--- config.mk ---
export PLATFORM = sky130hd
export DESIGN_NAME = srcic_config_regs
export DESIGN_NICKNAME = d
export VERILOG_FILES = /design/src/rtl/srcic_config_regs.v /design/src/rtl/srcic_pin_sync.v
export VERILOG_INCLUDE_DIRS = /design/src /design/src/rtl
export SDC_FILE = /design/constraint.sdc
export NUM_CORES = 1
export LEC_CHECK = 0
export ABC_AREA = 1
export CORE_MARGIN = 2
export CORE_UTILIZATION = 45
export DETAILED_ROUTE_END_ITERATION = 8
export DONT_BUFFER_PORTS = 1
export MAX_ROUTING_LAYER = met4
export PLACE_DENSITY_LB_ADDON = 0.2
export SYNTH_ARGS = -nofsm -noshare
export SYNTH_HDL_FRONTEND = slang
export SYNTH_SLANG_ARGS = --single-unit
--- constraint.sdc ---
create_clock -name core_clk -period 2.46 [get_ports core_clk]
set_input_delay 0.246 -clock core_clk [delete_from_list [all_inputs] [get_ports core_clk]]
set_output_delay 0.246 -clock core_clk [all_outputs]
set_load 0.005 [all_outputs]
--- src/rtl/srcic_defines.vh ---
// Purpose: constants for the sync/reference/clock-input configuration bank
// Assumes: 8-bit registers on a byte-wide write/read port
// Notes:   offsets, field positions, reset values and encodings
`ifndef SRCIC_DEFINES_VH
`define SRCIC_DEFINES_VH

`define SRCIC_ADDR_W            8
`define SRCIC_OFS_SYNC_REF_CLK  8'h0E
`define SRCIC_OFS_INPUT_MODE    8'h11

// first register fields
`define SRCIC_BIT_PIN_ROLE      7
`define SRCIC_BIT_SW_SYNC       6
`define SRCIC_BIT_SW_SYNC_EN    5
`define SRCIC_BIT_REF_SRC_CTRL  3
`define SRCIC_BIT_REF_SEL_HI    2
`define SRCIC_BIT_REF_SEL_LO    1
`define SRCIC_BIT_SE_CLOCK_SEL  0
`define SRCIC_MASK_SYNC_REF_CLK 8'hEF

// second register fields
`define SRCIC_BIT_CHAN_A_SE     5
`define SRCIC_BIT_CHAN_B_SE     4
`define SRCIC_BIT_DELAY_LOOP_PD 2
`define SRCIC_BIT_AUTOZERO      0
`define SRCIC_MASK_INPUT_MODE   8'h35
`define SRCIC_MASK_INPUT_FAST   8'h31

// reset values
`define SRCIC_RST_SYNC_REF_CLK  8'h00
`define SRCIC_RST_INPUT_SLOW    8'h01
`define SRCIC_RST_INPUT_FAST    8'h00

// reference option encodings
`define SRCIC_REF_INTERNAL      2'h0
`define SRCIC_REF_EXT_BUFFERED  2'h1
`define SRCIC_REF_EXTERNAL      2'h2
`define SRCIC_REF_UNUSED        2'h3

`endif

--- src/rtl/srcic_config_regs.v ---
// Purpose: sync, reference and clock-input configuration registers
// Assumes: host writes/reads bytes through the serial register port decode
// Notes:   analog blocks and sync distribution sit outside this module
//          pin paths lag by four edges through the synchroniser, so a
//          level on either pin is ignored until it has settled
//          the software sync pulse lasts one clock; a host that wants
//          a second command must toggle the trigger bit again
//          unmapped offsets are ignored on write and read back as zero
//
// Overview of operation
// - Bit 7 of the first register makes a high shared pin mean power-down (0) or sync (1).
// - While bit 5 is set, each change of the software sync bit issues a sync command; the bit never clears itself.
// - Bit 5 of the first register moves sync from the shared pin to the register trigger.
// - Bit 3 of the first register picks the reference from the buffer pin (0) or bits 2:1 (1).
// - Reference field codes are 00 internal, 01 buffered external 1.2 V, 10 external, 11 unused.
// - Bit 0 of the first register selects single-ended clock only while reference control is 1.
// - Bit 5 of the second register makes channel A input single-ended.
// - Bit 4 of the second register makes channel B input single-ended.
// - Bit 2 of the second register, fastest variant only, powers down the delay loop.
// - Bit 0 of the second register enables auto-zero, reset 1 on slow and 0 on fast variants.
`timescale 1ns/1ps
`default_nettype none
`include "srcic_defines.vh"

module srcic_config_regs
#(
  parameter FAST_VARIANT = 0
)
(
  // clock and reset
  input  wire       core_clk,
  input  wire       nrst,
  // register port
  input  wire       reg_wr,
  input  wire       reg_rd,
  input  wire [7:0] reg_addr,
  input  wire [7:0] reg_wdata,
  output reg  [7:0] reg_rdata,
  // device pins
  input  wire       shared_sync_powerdown_pin,
  input  wire       reference_buffer_pin,
  // steering outputs
  output reg        global_powerdown,
  output reg        sync_command,
  output reg  [1:0] reference_select,
  output reg        single_ended_clock_select,
  output reg        chan_a_single_ended,
  output reg        chan_b_single_ended,
  output reg        delay_loop_powerdown,
  output reg        autozero_enable
);

  // variant-dependent reset value and write mask of the second register
  localparam [7:0] INPUT_RESET = FAST_VARIANT ? `SRCIC_RST_INPUT_FAST
                                              : `SRCIC_RST_INPUT_SLOW;
  localparam [7:0] INPUT_MASK  = FAST_VARIANT ? `SRCIC_MASK_INPUT_MODE
                                              : `SRCIC_MASK_INPUT_FAST;

  reg  [7:0] sync_reference_clock_control;
  reg  [7:0] input_mode_dll_autozero;
  reg        sw_sync_prev;
  reg        buf_pin_prev;
  wire       pin_high;
  wire       buf_pin_level;
  wire       pin_role_sync;
  wire       sw_sync_en;
  wire       ref_src_control;
  wire       wr_sync_ref;
  wire       wr_input_mode;
  wire       sw_sync_bit;
  wire       sw_sync_edge;
  wire [1:0] ref_field;
  wire [1:0] ref_from_pin;
  reg  [7:0] next_rdata;

  // pins come from outside the clock domain
  srcic_pin_sync u_sync_pin
  (
    .core_clk  (core_clk),
    .nrst      (nrst),
    .pin_in    (shared_sync_powerdown_pin),
    .pin_level (pin_high)
  );

  srcic_pin_sync u_ref_buffer_pin
  (
    .core_clk  (core_clk),
    .nrst      (nrst),
    .pin_in    (reference_buffer_pin),
    .pin_level (buf_pin_level)
  );

  // control bits of the first register
  assign pin_role_sync   = sync_reference_clock_control[`SRCIC_BIT_PIN_ROLE];
  assign sw_sync_en      = sync_reference_clock_control[`SRCIC_BIT_SW_SYNC_EN];
  assign ref_src_control = sync_reference_clock_control[`SRCIC_BIT_REF_SRC_CTRL];

  // write decode per register; unmapped offsets match neither
  assign wr_sync_ref   = reg_wr & (reg_addr == `SRCIC_OFS_SYNC_REF_CLK);
  assign wr_input_mode = reg_wr & (reg_addr == `SRCIC_OFS_INPUT_MODE);

  // trigger edge; either direction counts, so the host never has to
  // clear the bit before the next command
  assign sw_sync_bit  = sync_reference_clock_control[`SRCIC_BIT_SW_SYNC];
  assign sw_sync_edge = sw_sync_bit ^ sw_sync_prev;

  // reference field and the fallback choice taken from the buffer pin
  assign ref_field    = sync_reference_clock_control[`SRCIC_BIT_REF_SEL_HI:
                                                     `SRCIC_BIT_REF_SEL_LO];
  assign ref_from_pin = buf_pin_prev ? `SRCIC_REF_EXT_BUFFERED : `SRCIC_REF_INTERNAL;

  // register writes; reserved bits are stored as zero whatever the host sends
  always @(posedge core_clk or negedge nrst)
  begin
    if (!nrst)
    begin
      sync_reference_clock_control <= `SRCIC_RST_SYNC_REF_CLK;
      input_mode_dll_autozero      <= INPUT_RESET;
    end
    else if (reg_wr)
    begin
      if (wr_sync_ref)
        sync_reference_clock_control <= reg_wdata & `SRCIC_MASK_SYNC_REF_CLK;
      // delay loop bit only on fast variant
      if (wr_input_mode)
        input_mode_dll_autozero <= reg_wdata & INPUT_MASK;
    end
  end

  // register read; unmapped offsets read zero
  always @*
  begin
    next_rdata = 8'h00;
    case (reg_addr)
      `SRCIC_OFS_SYNC_REF_CLK:
        next_rdata = sync_reference_clock_control;
      `SRCIC_OFS_INPUT_MODE:
        next_rdata = input_mode_dll_autozero;
      default:
        next_rdata = 8'h00;
    endcase
  end

  always @(posedge core_clk or negedge nrst)
  begin
    if (!nrst)
      reg_rdata <= 8'h00;
    else if (reg_rd)
      reg_rdata <= next_rdata;
  end

  // edge history and power-down, registered so every output is a flop
  always @(posedge core_clk or negedge nrst)
  begin
    if (!nrst)
    begin
      sw_sync_prev     <= 1'b0;
      buf_pin_prev     <= 1'b0;
      global_powerdown <= 1'b0;
    end
    else
    begin
      sw_sync_prev <= sw_sync_bit;
      buf_pin_prev <= buf_pin_level;
      global_powerdown <= pin_high & ~pin_role_sync;
    end
  end

  // sync command source; pin and register never drive it together
  always @(posedge core_clk or negedge nrst)
  begin
    if (!nrst)
      sync_command <= 1'b0;
    else if (sw_sync_en)
      // any toggle gives one pulse; only when enabled
      sync_command <= sw_sync_edge;
    else
      sync_command <= pin_high & pin_role_sync;
  end

  // reference and clock-input steering; buffer pin holds level when pin-controlled
  always @(posedge core_clk or negedge nrst)
  begin
    if (!nrst)
    begin
      reference_select          <= `SRCIC_REF_INTERNAL;
      single_ended_clock_select <= 1'b0;
    end
    else
    begin
      if (ref_src_control)
        reference_select <= ref_field;
      else
        reference_select <= ref_from_pin;
      single_ended_clock_select <= ref_src_control &
                                   sync_reference_clock_control[`SRCIC_BIT_SE_CLOCK_SEL];
    end
  end

  // analog input, delay loop and auto-zero levels from the second register
  always @(posedge core_clk or negedge nrst)
  begin
    if (!nrst)
    begin
      chan_a_single_ended  <= 1'b0;
      chan_b_single_ended  <= 1'b0;
      delay_loop_powerdown <= 1'b0;
      autozero_enable      <= 1'b0;
    end
    else
    begin
      chan_a_single_ended  <= input_mode_dll_autozero[`SRCIC_BIT_CHAN_A_SE];
      chan_b_single_ended  <= input_mode_dll_autozero[`SRCIC_BIT_CHAN_B_SE];
      delay_loop_powerdown <= input_mode_dll_autozero[`SRCIC_BIT_DELAY_LOOP_PD];
      autozero_enable      <= input_mode_dll_autozero[`SRCIC_BIT_AUTOZERO];
    end
  end

endmodule

`default_nettype wire

--- src/rtl/srcic_pin_sync.v ---
// Purpose: three-stage synchroniser for an asynchronous pin
// Assumes: single clock, active-low asynchronous reset
// Notes:   output changes only when stages two and three agree
`timescale 1ns/1ps
`default_nettype none

module srcic_pin_sync
(
  // clock and reset
  input  wire core_clk,
  input  wire nrst,
  // pin and result
  input  wire pin_in,
  output reg  pin_level
);

  reg stage1;
  reg stage2;
  reg stage3;

  // shift chain; stage1 feeds only stage2
  always @(posedge core_clk or negedge nrst)
  begin
    if (!nrst)
    begin
      stage1    <= 1'b0;
      stage2    <= 1'b0;
      stage3    <= 1'b0;
      pin_level <= 1'b0;
    end
    else
    begin
      stage1 <= pin_in;
      stage2 <= stage1;
      stage3 <= stage2;
      if (stage2 == stage3)
        pin_level <= stage3;
    end
  end

endmodule

`default_nettype wire

==> metrics.log <==
INFO  metric run_status = finished clean
INFO  metric vdd_ir_drop_max = 0.305 mV
INFO  metric post_detailed_route_drc_marker_count = 0
INFO  metric detail_route.vias_per_cell = 4.81
INFO  metric timing.max_cap.violations = 0
INFO  metric design.final.nets = 165
INFO  metric drive_above_1_share = 16.0%
INFO  metric power.net_switching = 0.232 mW
INFO  metric wl_per_cell = 12.3 um
INFO  metric endpoint_kind = output pin
INFO  metric fin_tns_setup = 0 ns
INFO  metric worst-endpoint-arrival = 0.75 ns
INFO  metric synth_fa_ha_area_share = 1.46%
INFO  metric cts-buffers-inserted = 5
INFO  metric worst_ep_required_time = 2.21 ns
INFO  metric die_span_x = 59.2 um
INFO  metric p_per_area = 734 nW/um2
INFO  metric place_hpwl = 1570 um
INFO  metric synth-seq-area-share = 65.8%
INFO  metric clock-root-buffer = sky130_fd_sc_hd__clkbuf_4
INFO  metric synth.yosys.warnings = 0
INFO  metric timing_max_transition_violations_final = 0
INFO  metric post_cts.resized_instances = 0
INFO  metric port_buffers = 0
INFO  metric final_cell_mix = 46 x sky130_fd_sc_hd__nand2_1, 35 x sky130_fd_sc_hd__dfrtp_1, 13 x sky130_fd_sc_hd__inv_1, 6 x sky130_fd_sc_hd__o21ai_1
INFO  metric setup_viol = 0
INFO  metric grt_start_max_net_pins = 37
INFO  metric grt_pass1_vias = 928
INFO  metric largest_family_of_logic_cells_by_synthesized_area = simple AND/OR/NAND/NOR gates
INFO  metric cts-hold-fix-buffers = 5
INFO  metric layout_worst_path_cycle_share = 40.6%
INFO  metric synth_area = 1370 um2
INFO  metric core.rowCount = 20
INFO  metric area.growth.synth_to_final = 13.4%
INFO  metric startpoint_kind_of_the_worst_setup_timing_path = register
INFO  metric avgSynthCellArea = 10.3 um2
INFO  metric drt_first_iter_violations = 32
INFO  metric achievable-frequency = 1000 MHz
INFO  metric diodes = 0
INFO  metric unique_cell_type_count_in_the_yosys_netlist = 22
INFO  metric synth-seq-cells = 36
INFO  metric clock_power_share = 39.8%
INFO  metric unrepaired_setup_endpoints_after_global_routing = no
INFO  metric grtUsageTotal = 15.9%
INFO  metric die-height = 59.2 um
INFO  metric grt_remaining_overflow = 0
INFO  metric dpl_worst_slack = 1.50 ns
INFO  metric cts_num_sinks = 36
INFO  metric detailroute.via_count = 851
INFO  metric seqPwrFrac = 55.5%
INFO  metric floorplan_die_area = 3500 um2
INFO  metric insertion_delay = 0.34 ns
INFO  metric layout.area.seq = 902 um2
INFO  metric antenna_left = 0
INFO  metric design.portCount = 39
INFO  metric cts_tree = done
INFO  metric cts.clk_slew.worst_paths = 0.11 ns
INFO  metric p_sw_share = 20.3%
INFO  metric critical_path_peak_fanout = 2
INFO  metric async_flop_share = 100%
INFO  metric layout_commonest_cell = sky130_fd_sc_hd__nand2_1
INFO  metric comb_power_share = 4.7%
INFO  metric syn-instance-count = 133
INFO  metric cts_max_path_buffers = 2
INFO  metric final_hold_viols = 0
INFO  metric post-cts-setup-buffers = 0
INFO  metric muxShareOfSynthArea = 0.821%
INFO  metric hp-class = primary input to register
INFO  metric htree_levels = 2
INFO  metric internal_power = 0.910 mW
INFO  metric post_synth_xor_area_fraction = 0.639%
INFO  metric gpl.final_weighted_congestion = 0.748
INFO  metric mappedNetlistNets = 155
INFO  metric area_used_by_multi_input_combinational_logic = 392 um2
INFO  metric drt_wl_total = 2180 um
INFO  metric core_footprint = 2980 um2
INFO  metric synth-main-ff-cell = sky130_fd_sc_hd__dfrtp_1
INFO  metric power_leakage = 0.782 nW
INFO  metric start_util = 46.1%
INFO  metric detail_route.first_pass.iterations = 4
INFO  metric finalClockSkew = 0.0107 ns
INFO  metric synth-compound-area-share = 4.74%
INFO  metric first_pass_grt_wire_length = 3930 um
INFO  metric final_worst_slack = 1.46 ns
INFO  metric antenna_violations_before_repair = 0
INFO  metric post_synth_and_or_nand_nor_area_fraction = 20.6%
INFO  metric timing_worst_setup_path_type = register to output pin
INFO  metric fill_cells = 258
INFO  metric synth_enable_flop_cells = 0
INFO  metric post-route-min-period = 1.00 ns
-- flip-flops by register name (all words and copies together) (netlist names) --
name and cells:
autozero_enable 1, u_sync_pin.stage3 1, u_ref_buffer_pin.stage1 1, u_sync_pin.pin_level 1, chan_b_single_ended 1, reg_rdata 8, u_sync_pin.stage2 1, u_ref_buffer_pin.stage2 1
buf_pin_prev 1, u_ref_buffer_pin.stage3 1, input_mode_dll_autozero 3, global_powerdown 1, single_ended_clock_select 1, sync_command 1, u_ref_buffer_pin.pin_level 1, u_sync_pin.stage1 1
sw_sync_prev 1, chan_a_single_ended 1, reference_select 2, sync_reference_clock_control 7
-- worst paths after layout --
path | startpoint | slack [ns] | to | cells past startpoint
min reg2reg | u_ref_buffer_pin.stage1 | 0.36 | u_ref_buffer_pin.stage2 | 0
min | reg_wdata[6] | 0.01 | sync_reference_clock_control[6] | 2
max in group asynchronous | nrst | 1.87 | input_mode_dll_autozero[0] | 2
min in group asynchronous | nrst | 0.34 | reg_rdata[1] | 2
max reg2reg | sync_reference_clock_control[3] | 1.55 | reference_select[0] | 1
max | reg_rdata[2] | 1.46 | reg_rdata[2] | 0
-- per-layer routing --
metal / up-vias / part of all wire (%) / global-route usage, %
li1: 424 / - / -
met1: 396 / 47 / 17.9
met2: 23 / 46 / 24.2
met3: 8 / 4.9 / 5.24
met4: 0 / 2.8 / 9.74
met5: - / 0 / -
-- cell usage after synthesis (2+ instances only) --
cell | instances | area share (%)
sky130_fd_sc_hd__o21ai_0 | 5 | 1.8
sky130_fd_sc_hd__nand2_1 | 46 | 13
sky130_fd_sc_hd__o21ai_1 | 6 | 2.2
sky130_fd_sc_hd__nor2_2 | 2 | 0.91
sky130_fd_sc_hd__maj3_1 | 2 | 1.5
sky130_fd_sc_hd__inv_1 | 13 | 3.6
sky130_fd_sc_hd__nor2_4 | 2 | 1.6
sky130_fd_sc_hd__inv_2 | 2 | 0.55
sky130_fd_sc_hd__nand3_1 | 5 | 1.8
sky130_fd_sc_hd__nand2_2 | 3 | 1.4
sky130_fd_sc_hd__dfrtp_1 | 35 | 64
sky130_fd_sc_hd__a21oi_1 | 2 | 0.73
-- stage by stage --
step	power (mW)	hold WS (ns)	cells	util [%]	instance area (um2)
2_1_floorplan	0.674	-0.0496	133	-	1370
3_3_place_gp	0.679	-0.0489	164	47.0	1400
3_5_place_dp	0.681	-0.0489	164	47.0	1400
4_1_cts	1.16	0.000000860	177	52.2	1560
5_1_grt	1.20	0.00312	177	52.2	1560
6_report	1.14	0.0140	177	52.2	1560
-- logic make-up after synthesis --
logic type                 count (synthesis)
buffers and inverters                     18
other                                      1
DFF                                       36
xor gates and xnor gates                   1
and+or+nand+nor                           61
AOI/OAI and AO/OA                         13
muxes                                      1
adders and majority gates                  2
-- power by group through the flow --
stage / Sequential (mW) / Clock, mW / Combinational (mW)
after CTS: 0.634 / 0.472 / 0.0557
after floorplan: 0.641 / 0 / 0.0335
after detailed placement: 0.646 / 0 / 0.0349
after global routing: 0.637 / 0.503 / 0.0632
after global placement: 0.645 / 0 / 0.0340
final: 0.633 / 0.455 / 0.0535
-- final cells by class --
| type | count | share of cell area (%) |
|---|---|---|
| multi-input combinational | 79 | 25.2 |
| timing repair buffer | 5 | 3.86 |
| tap | 33 | 2.65 |
| sequential | 36 | 58.0 |
| clock buffer | 7 | 4.18 |
| inverter | 16 | 4.18 |
| clock inverter | 1 | 1.93 |
(Power assumes the default switching activity.)
